===== config.mk =====
export PLATFORM = sky130hd
export DESIGN_NAME = dscg_gate
export DESIGN_NICKNAME = d
export VERILOG_FILES = /design/src/dscg_pkg.sv /design/src/dscg_gate.sv
export SDC_FILE = /design/constraint.sdc
export NUM_CORES = 1
export LEC_CHECK = 0
export BUFFER_PORTS_ARGS = -buffer_cell sky130_fd_sc_hd__buf_2
export CAP_MARGIN = 0
export CORE_MARGIN = 5
export CORE_UTILIZATION = 40
export DETAILED_ROUTE_END_ITERATION = 10
export PLACE_DENSITY = 0.78
export SETUP_SLACK_MARGIN = 0.02
export SLEW_MARGIN = 10
export SYNTH_ARGS = -nofsm -noshare
export SYNTH_HDL_FRONTEND = slang
export SYNTH_SLANG_ARGS = --single-unit

===== constraint.sdc =====
create_clock -name pclk -period 2.7 [get_ports pclk]
set_input_delay 0.135 -clock pclk [delete_from_list [all_inputs] [get_ports pclk]]
set_output_delay 0.135 -clock pclk [all_outputs]
set_load 0.01 [all_outputs]

===== src/dscg_pkg.sv =====
// constants, field layouts and carrier types for the deep-sleep clock gating block
// assumes a single 100 MHz clock domain and an apb master in front of it
package dscg_pkg;

	localparam logic [31:0] BASE_ADDR    = 32'h400f_e000;
	localparam logic [11:0] RCC_OFF      = 12'h060;
	localparam logic [11:0] RUN_GATE_OFF = 12'h104;
	localparam logic [11:0] SLP_GATE_OFF = 12'h114;
	localparam logic [11:0] DSL_GATE_OFF = 12'h124;
	localparam logic [11:0] IRQ_STAT_OFF = 12'h200;
	localparam logic [11:0] IRQ_EN_OFF   = 12'h204;
	localparam logic [11:0] IRQ_CLR_OFF  = 12'h208;

	// unit field positions inside every gating register, then the auto gating bit of rcc and the unit count
	localparam int GP_TIMER_A_POS   = 16;
	localparam int GP_TIMER_B_POS   = 17;
	localparam int GP_TIMER_C_POS   = 18;
	localparam int GP_TIMER_D_POS   = 19;
	localparam int COMPARATOR_A_POS = 24;
	localparam int COMPARATOR_B_POS = 25;
	localparam int AUTO_GATING_POS  = 27;
	localparam int NUM_UNITS        = 6;

	localparam logic [31:0] GATE_MASK   = 32'h030f_0000;
	localparam logic [31:0] RCC_MASK    = 32'h0800_0000;
	localparam logic [31:0] GATE_RESET  = 32'h0000_0000;
	localparam logic [31:0] RCC_RESET   = 32'h0000_0000;

	// interrupt status bit positions
	localparam int IRQ_FAULT_POS = 0;
	localparam int IRQ_ENTER_POS = 1;
	localparam int IRQ_WAKE_POS  = 2;
	localparam int NUM_IRQ       = 3;
	localparam logic [2:0] IRQ_RESET = 3'h0;

	typedef enum logic [1:0] {
		DSCG_RUN   = 2'b00,
		DSCG_SLEEP = 2'b01,
		DSCG_DEEP  = 2'b10
	} dscg_mode_t;

	typedef struct packed {
		logic [31:0] addr;
		logic        write;
		logic [31:0] wdata;
	} dscg_apb_req_t;

endpackage : dscg_pkg


===== src/dscg_gate.sv =====
// apb slave holding run, sleep and deep-sleep unit gating plus access fault check
// assumes cpu power state levels come from logic on pclk; unit enables feed clock gate cells
`timescale 1ns/1ps
`default_nettype none

module dscg_gate #(
	parameter int NU = dscg_pkg::NUM_UNITS
) (
	// clock and reset
	input  wire logic          pclk,
	input  wire logic          presetn,
	// apb slave
	input  wire logic          psel,
	input  wire logic          penable,
	input  wire logic          pwrite,
	input  wire logic [31:0]   paddr,
	input  wire logic [31:0]   pwdata,
	output var  logic          pready,
	output var  logic [31:0]   prdata,
	output var  logic          pslverr,
	// processor power state
	input  wire logic          cpu_sleep,
	input  wire logic          cpu_deep,
	// peripheral access check
	input  wire logic          periph_req,
	input  wire logic [2:0]    periph_unit,
	output var  logic          periph_done,
	output var  logic          periph_fault,
	// unit clock enables and interrupt
	output var  logic [NU-1:0] unit_clk_en,
	output var  logic          irq
);

	////////////////////////////////////////////////////////////////////////
	// helpers

	function automatic logic [NU-1:0] units_of(input logic [31:0] r);
		units_of = {r[dscg_pkg::COMPARATOR_B_POS], r[dscg_pkg::COMPARATOR_A_POS],
			r[dscg_pkg::GP_TIMER_D_POS], r[dscg_pkg::GP_TIMER_C_POS],
			r[dscg_pkg::GP_TIMER_B_POS], r[dscg_pkg::GP_TIMER_A_POS]};
	endfunction : units_of

	function automatic logic hit(input logic [31:0] a, input logic [11:0] off);
		hit = (a == dscg_pkg::BASE_ADDR + {20'h0_0000, off});
	endfunction : hit

	////////////////////////////////////////////////////////////////////////
	// apb handshake: one wait state, answer in the second access cycle

	dscg_pkg::dscg_apb_req_t req;
	logic                    pready_q;
	logic [31:0]             prdata_q;
	logic                    pslverr_q;
	logic                    wr_done;
	logic                    mapped;

	assign req.addr  = paddr;
	assign req.write = pwrite;
	assign req.wdata = pwdata;

	assign mapped = hit(req.addr, dscg_pkg::RCC_OFF) || hit(req.addr, dscg_pkg::RUN_GATE_OFF)
		|| hit(req.addr, dscg_pkg::SLP_GATE_OFF) || hit(req.addr, dscg_pkg::DSL_GATE_OFF)
		|| hit(req.addr, dscg_pkg::IRQ_STAT_OFF) || hit(req.addr, dscg_pkg::IRQ_EN_OFF)
		|| hit(req.addr, dscg_pkg::IRQ_CLR_OFF);

	// write takes effect only at the edge that samples pready high
	assign wr_done = psel && penable && pready_q && req.write && mapped;

	always_ff @(posedge pclk or negedge presetn) begin
		if (!presetn) begin
			pready_q  <= 1'b0;
			pslverr_q <= 1'b0;
		end else begin
			pready_q  <= psel && penable && !pready_q;
			pslverr_q <= psel && penable && !pready_q && !mapped;
		end
	end

	////////////////////////////////////////////////////////////////////////
	// rcc auto gating register, then gating registers, one per power state

	logic [31:0] rcc_q;
	logic [31:0] run_q;
	logic [31:0] slp_q;
	logic [31:0] dsl_q;

	always_ff @(posedge pclk or negedge presetn) begin
		if (!presetn) begin
			rcc_q <= dscg_pkg::RCC_RESET;
			run_q <= dscg_pkg::GATE_RESET;
			slp_q <= dscg_pkg::GATE_RESET;
			dsl_q <= dscg_pkg::GATE_RESET;
		end else if (wr_done) begin
			// reserved positions never store, so they gate nothing
			if (hit(req.addr, dscg_pkg::RCC_OFF))
				rcc_q <= req.wdata & dscg_pkg::RCC_MASK;
			if (hit(req.addr, dscg_pkg::RUN_GATE_OFF))
				run_q <= req.wdata & dscg_pkg::GATE_MASK;
			if (hit(req.addr, dscg_pkg::SLP_GATE_OFF))
				slp_q <= req.wdata & dscg_pkg::GATE_MASK;
			if (hit(req.addr, dscg_pkg::DSL_GATE_OFF))
				dsl_q <= req.wdata & dscg_pkg::GATE_MASK;
		end
	end

	////////////////////////////////////////////////////////////////////////
	// power state tracking

	dscg_pkg::dscg_mode_t mode_q;
	dscg_pkg::dscg_mode_t mode_d;
	logic                 auto_gate;

	assign auto_gate = rcc_q[dscg_pkg::AUTO_GATING_POS];

	always_comb begin
		if (cpu_deep)
			mode_d = dscg_pkg::DSCG_DEEP;
		else if (cpu_sleep)
			mode_d = dscg_pkg::DSCG_SLEEP;
		else
			mode_d = dscg_pkg::DSCG_RUN;
	end

	always_ff @(posedge pclk or negedge presetn) begin
		if (!presetn)
			mode_q <= dscg_pkg::DSCG_RUN;
		else
			mode_q <= mode_d;
	end

	////////////////////////////////////////////////////////////////////////
	// unit clock enables

	logic [NU-1:0] en_q;
	logic [NU-1:0] en_d;

	always_comb begin
		case (mode_q)
			dscg_pkg::DSCG_SLEEP:
				en_d = auto_gate ? units_of(slp_q) : units_of(run_q);
			dscg_pkg::DSCG_DEEP:
				en_d = auto_gate ? units_of(dsl_q) : units_of(run_q);
			default:
				en_d = units_of(run_q);
		endcase
	end

	// one flop per unit keeps the enable glitch free at the gate cell
	always_ff @(posedge pclk or negedge presetn) begin
		if (!presetn)
			en_q <= '0;
		else
			en_q <= en_d;
	end

	////////////////////////////////////////////////////////////////////////
	// peripheral access check: an unclocked or missing unit faults

	logic done_q;
	logic fault_q;
	logic unit_live;

	assign unit_live = (periph_unit < 3'(NU)) && en_q[periph_unit];

	always_ff @(posedge pclk or negedge presetn) begin
		if (!presetn) begin
			done_q  <= 1'b0;
			fault_q <= 1'b0;
		end else begin
			done_q  <= periph_req && unit_live;
			fault_q <= periph_req && !unit_live;
		end
	end

	////////////////////////////////////////////////////////////////////////
	// interrupts: sticky status, enable, write-one-to-clear

	logic [dscg_pkg::NUM_IRQ-1:0] stat_q;
	logic [dscg_pkg::NUM_IRQ-1:0] irq_en_q;
	logic [dscg_pkg::NUM_IRQ-1:0] ev;
	logic [dscg_pkg::NUM_IRQ-1:0] clr;
	logic                         irq_q;

	assign ev[dscg_pkg::IRQ_FAULT_POS] = periph_req && !unit_live;
	assign ev[dscg_pkg::IRQ_ENTER_POS] = mode_d == dscg_pkg::DSCG_DEEP
		&& mode_q != dscg_pkg::DSCG_DEEP;
	assign ev[dscg_pkg::IRQ_WAKE_POS]  = mode_d != dscg_pkg::DSCG_DEEP
		&& mode_q == dscg_pkg::DSCG_DEEP;
	assign clr = (wr_done && hit(req.addr, dscg_pkg::IRQ_CLR_OFF)) ?
		req.wdata[dscg_pkg::NUM_IRQ-1:0] : '0;

	always_ff @(posedge pclk or negedge presetn) begin
		if (!presetn)
			stat_q <= dscg_pkg::IRQ_RESET;
		else
			stat_q <= (stat_q & ~clr) | ev; // set wins over clear
	end

	always_ff @(posedge pclk or negedge presetn) begin
		if (!presetn)
			irq_en_q <= dscg_pkg::IRQ_RESET;
		else if (wr_done && hit(req.addr, dscg_pkg::IRQ_EN_OFF))
			irq_en_q <= req.wdata[dscg_pkg::NUM_IRQ-1:0];
	end

	always_ff @(posedge pclk or negedge presetn) begin
		if (!presetn)
			irq_q <= 1'b0;
		else
			irq_q <= |(((stat_q & ~clr) | ev) & irq_en_q);
	end

	////////////////////////////////////////////////////////////////////////
	// read data, latched in the wait cycle

	logic [31:0] rd_d;

	always_comb begin
		rd_d = '0;
		if (hit(req.addr, dscg_pkg::RCC_OFF))
			rd_d = rcc_q;
		if (hit(req.addr, dscg_pkg::RUN_GATE_OFF))
			rd_d = run_q;
		if (hit(req.addr, dscg_pkg::SLP_GATE_OFF))
			rd_d = slp_q;
		if (hit(req.addr, dscg_pkg::DSL_GATE_OFF))
			rd_d = dsl_q;
		if (hit(req.addr, dscg_pkg::IRQ_STAT_OFF))
			rd_d = {29'h0, stat_q};
		if (hit(req.addr, dscg_pkg::IRQ_EN_OFF))
			rd_d = {29'h0, irq_en_q};
	end

	always_ff @(posedge pclk or negedge presetn) begin
		if (!presetn)
			prdata_q <= '0;
		else if (psel && penable && !pready_q && !req.write)
			prdata_q <= rd_d;
	end

	////////////////////////////////////////////////////////////////////////
	// outputs

	assign pready       = pready_q;
	assign prdata       = prdata_q;
	assign pslverr      = pslverr_q;
	assign periph_done  = done_q;
	assign periph_fault = fault_q;
	assign unit_clk_en  = en_q;
	assign irq          = irq_q;
endmodule : dscg_gate

`default_nettype wire


==> run_results.csv <==
group,metric,value,unit
route,viasPerCell,5.14,
cells_and_area,syn_to_final_growth,19.0,%
yosys,synth_area_per_cell,10.6,um^2
timing,rsz0062_at_grt,"no",
yosys,synth_top_family_by_area,"simple AND/OR/NAND/NOR gates",
timing,min_period_over_period,0.631,
global_route,grt_usage,0.141,
power,seqPwrFrac,0.559,
global_route,grt_max_degree,49,
yosys,synth-seq-cells,48,
power,p_sw_frac,0.248,
power,vdd_ir_drop_max,0.267,mV
outcome,outcome,"finished, final reports clean",
placement,dpl_cell_area,2810,um^2
die,io_pins,118,
route,drtPass1Iterations,4,
cells_and_area,fin_nets,383,
yosys,synth.area.mux_share,0.139,
yosys,netlist_area,2450,um^2
route,num_vias,1963,
power,power.total,0.00130,W
cells_and_area,drive_gt1_frac,0.352,
global_route,antenna_found_initial,0,
placement,gp_congestion,0.797,
die,start_util,0.414,
clocking,cts_resized,0,
timing,setup-violations-final,0,
critical_path,worst-setup-path-type,"flip-flop to flip-flop",
route,drt.antenna.violating_nets,0,
placement,detailed_place_hpwl,4490,um
critical_path,end_kind,"flip-flop",
yosys,synth_simple_gate_area_frac,0.175,
yosys,synth_top_area_share,0.491,
yosys,yosys_most_used_dff,"dfrtp_1",
timing,clock-skew-final,7.74,ps
yosys,yosys-top-cells-area,"dfrtp_1 (49%), mux2_2 (10%), buf_4 (6.7%)",
route,wl,5660,um
power,power.share.combinational,0.091,
power,cellInternalPower,0.000975,W
yosys,synth_cell_types,39,
route,wl_per_cell,14.8,um
clocking,numCtsBuffers,5,
critical_path,cp.required,2950,ps
critical_path,crit_arrival,1950,ps
die,rows,28,
clocking,root_buffer,"clkbuf_8",
yosys,synth-edff-count,0,
yosys,synth_most_common_cell,"dfrtp_1",
cells_and_area,final_area,2910,um^2
power,power_density,445,nW/um^2
clocking,clock_latency,310,ps
die,die_area,7790,um^2
yosys,synthXorXnorAreaFrac,0,
cells_and_area,n_antenna_cell,0,
flow_run,cap_violations,0,
yosys,synth.largest_area_cell,"dfrtp_1",
power,p_leak,1.51,nW
timing,hold_violations,0,
die,die_w,88.2,um
hold_path,hold_class,"primary input to async pin",
timing,timing.fmax,587,MHz
global_route,grt_pass1_wl,8560,um
placement,post-place-ws,636,ps
yosys,ys_seq_area_frac,0.491,
clocking,cts.sinks,48,
clocking,post_cts_buffers,0,
placement,dp_cells,373,
clocking,cts.path.max_buffers,2,
yosys,async_flop_share,1.00,
route,first_iter_violations,99,
power,p_switching,0.000322,W
yosys,synth_fa_ha_area_frac,0.0102,
die,core_area,5920,um^2
yosys,synth_common_cells,"dfrtp_1 (48), nand2_1 (23), buf_4 (22), mux2_2 (22), o21ai_0 (16)",
placement,io_buffers,73,
route,drc,0,
timing,fin_crit,1700,ps
yosys,synth-compound-area-share,0.102,
timing,fin_ws,996,ps
global_route,grt_overflow_total,0,
die,fp.dieH,88.2,um
power,p_clk_frac,0.350,
clocking,htreeDepth,2,
timing,max_slew_margin,0.318,
critical_path,crit_fanout,3,
timing,fin_tns_setup,0,ps
timing,tightest_slew,1020,ps
yosys,netlist_instances,230,
yosys,yosysWarnings,0,
clocking,clk_pin_slew_worst_paths,90,ps
clocking,cts_tree,"done",
cells_and_area,instances_no_fill,382,
timing,drv_slew,0,
critical_path,critPathLaunchType,"flip-flop",
cells_and_area,fillers,571,
global_route,grt_pass1_vias,1846,
[worst paths after layout]
path / startpoint / to / slack [ps] / depth (start not counted)
setup / recovery: unit_clk_en[2]$_DFF_PN0_ / irq$_DFF_PN0_ / 1000 / 5
hold / removal: presetn / prdata[1]$_DFFE_PN0P_ / 1 / 1
setup reg to reg: unit_clk_en[2]$_DFF_PN0_ / irq$_DFF_PN0_ / 1000 / 5
hold reg to reg: prdata[27]$_DFFE_PN0P_ / prdata[27]$_DFFE_PN0P_ / 470 / 2
max in group asynchronous: presetn / prdata[25]$_DFFE_PN0P_ / 2070 / 1
min in group pclk: cpu_sleep / mode_q[0]$_DFF_PN0_ / 50 / 2
[timing repair]
item,in CTS,in global routing
hold endpoints to repair,1,0
hold buffers,1,0
setup endpoints to repair,0,0
[critical path, cell delays in order, from the launching register on]
cell and delay, ps:
dfrtp_1 410, mux4_2 450, nor2b_1 160, nor3b_1 370, a21o_1 130, a221o_1 120
[power by group through the flow]
| stage | Sequential [W] | Combinational (W) | Clock (W) |
|---|---|---|---|
| CTS | 0.000725 | 0.000119 | 0.000461 |
| floorplan | 0.000740 | 0.0000725 | 0 |
| detailed placement | 0.000739 | 0.000117 | 0 |
| global placement | 0.000739 | 0.000115 | 0 |
| global route | 0.000726 | 0.000133 | 0.000492 |
| finish | 0.000725 | 0.000118 | 0.000454 |
[kinds of logic (layout without fill, tap and decap cells)]
logic type	count (synthesis)	count (layout)
adders and majority gates	2	2
buffers and inverters	30	86
and+or+nand+nor	80	80
DFF	48	48
muxes	30	30
AOI/OAI and AO/OA	39	39
other	1	22
[registers in the layout, summed over array words and instances, names as in the netlist]
register and cells:
prdata 10, dsl_q 6, run_q 6, slp_q 6
unit_clk_en 6, irq_en_q 3, stat_q 3, mode_q 2
irq 1, periph_done 1, periph_fault 1, pready 1
pslverr 1, rcc_q 1
[cells in the final DEF, fill, tap and decap left out, types with 3 or more instances in the layout]
cell,instances
mux2i_1,7
nand2_1,23
nand3_1,9
a21oi_1,6
dfrtp_1,48
buf_2,73
nor4_1,4
nor2b_1,9
a221o_1,4
mux2_2,22
conb_1,22
o21ai_0,16
inv_1,3
a21o_1,3
nor2_1,14
a22oi_1,6
clkbuf_8,6
[cell type report]
class / instances / area [um^2] / area share
flip-flops and latches: 48 / 1200 / 0.412
multi-input cells: 173 / 1130 / 0.387
repair buffers: 75 / 383 / 0.131
well taps: 75 / 93.8 / 0.0322
clock buffers: 6 / 82.6 / 0.0283
clock inverters: 2 / 15.0 / 0.00515
inverters: 3 / 11.3 / 0.00386
[through the flow]
step | utilization | hold slack, ps
6_report | 0.492 | 1.36
5_1_grt | 0.492 | 53.0
4_1_cts | 0.492 | 43.3
3_5_place_dp | 0.474 | 305
3_3_place_gp | 0.474 | 304
2_1_floorplan | - | -161
[per-layer routing]
| metal | vias up | part of all wire | global-route usage |
|---|---|---|---|
| li1 | 923 | - | - |
| met1 | 972 | 0.40 | 0.174 |
| met2 | 61 | 0.51 | 0.241 |
| met3 | 7 | 0.074 | 0.0345 |
| met4 | 0 | 0.012 | 0.0453 |
| met5 | - | 0 | 0 |
(Power assumes the default switching activity.)
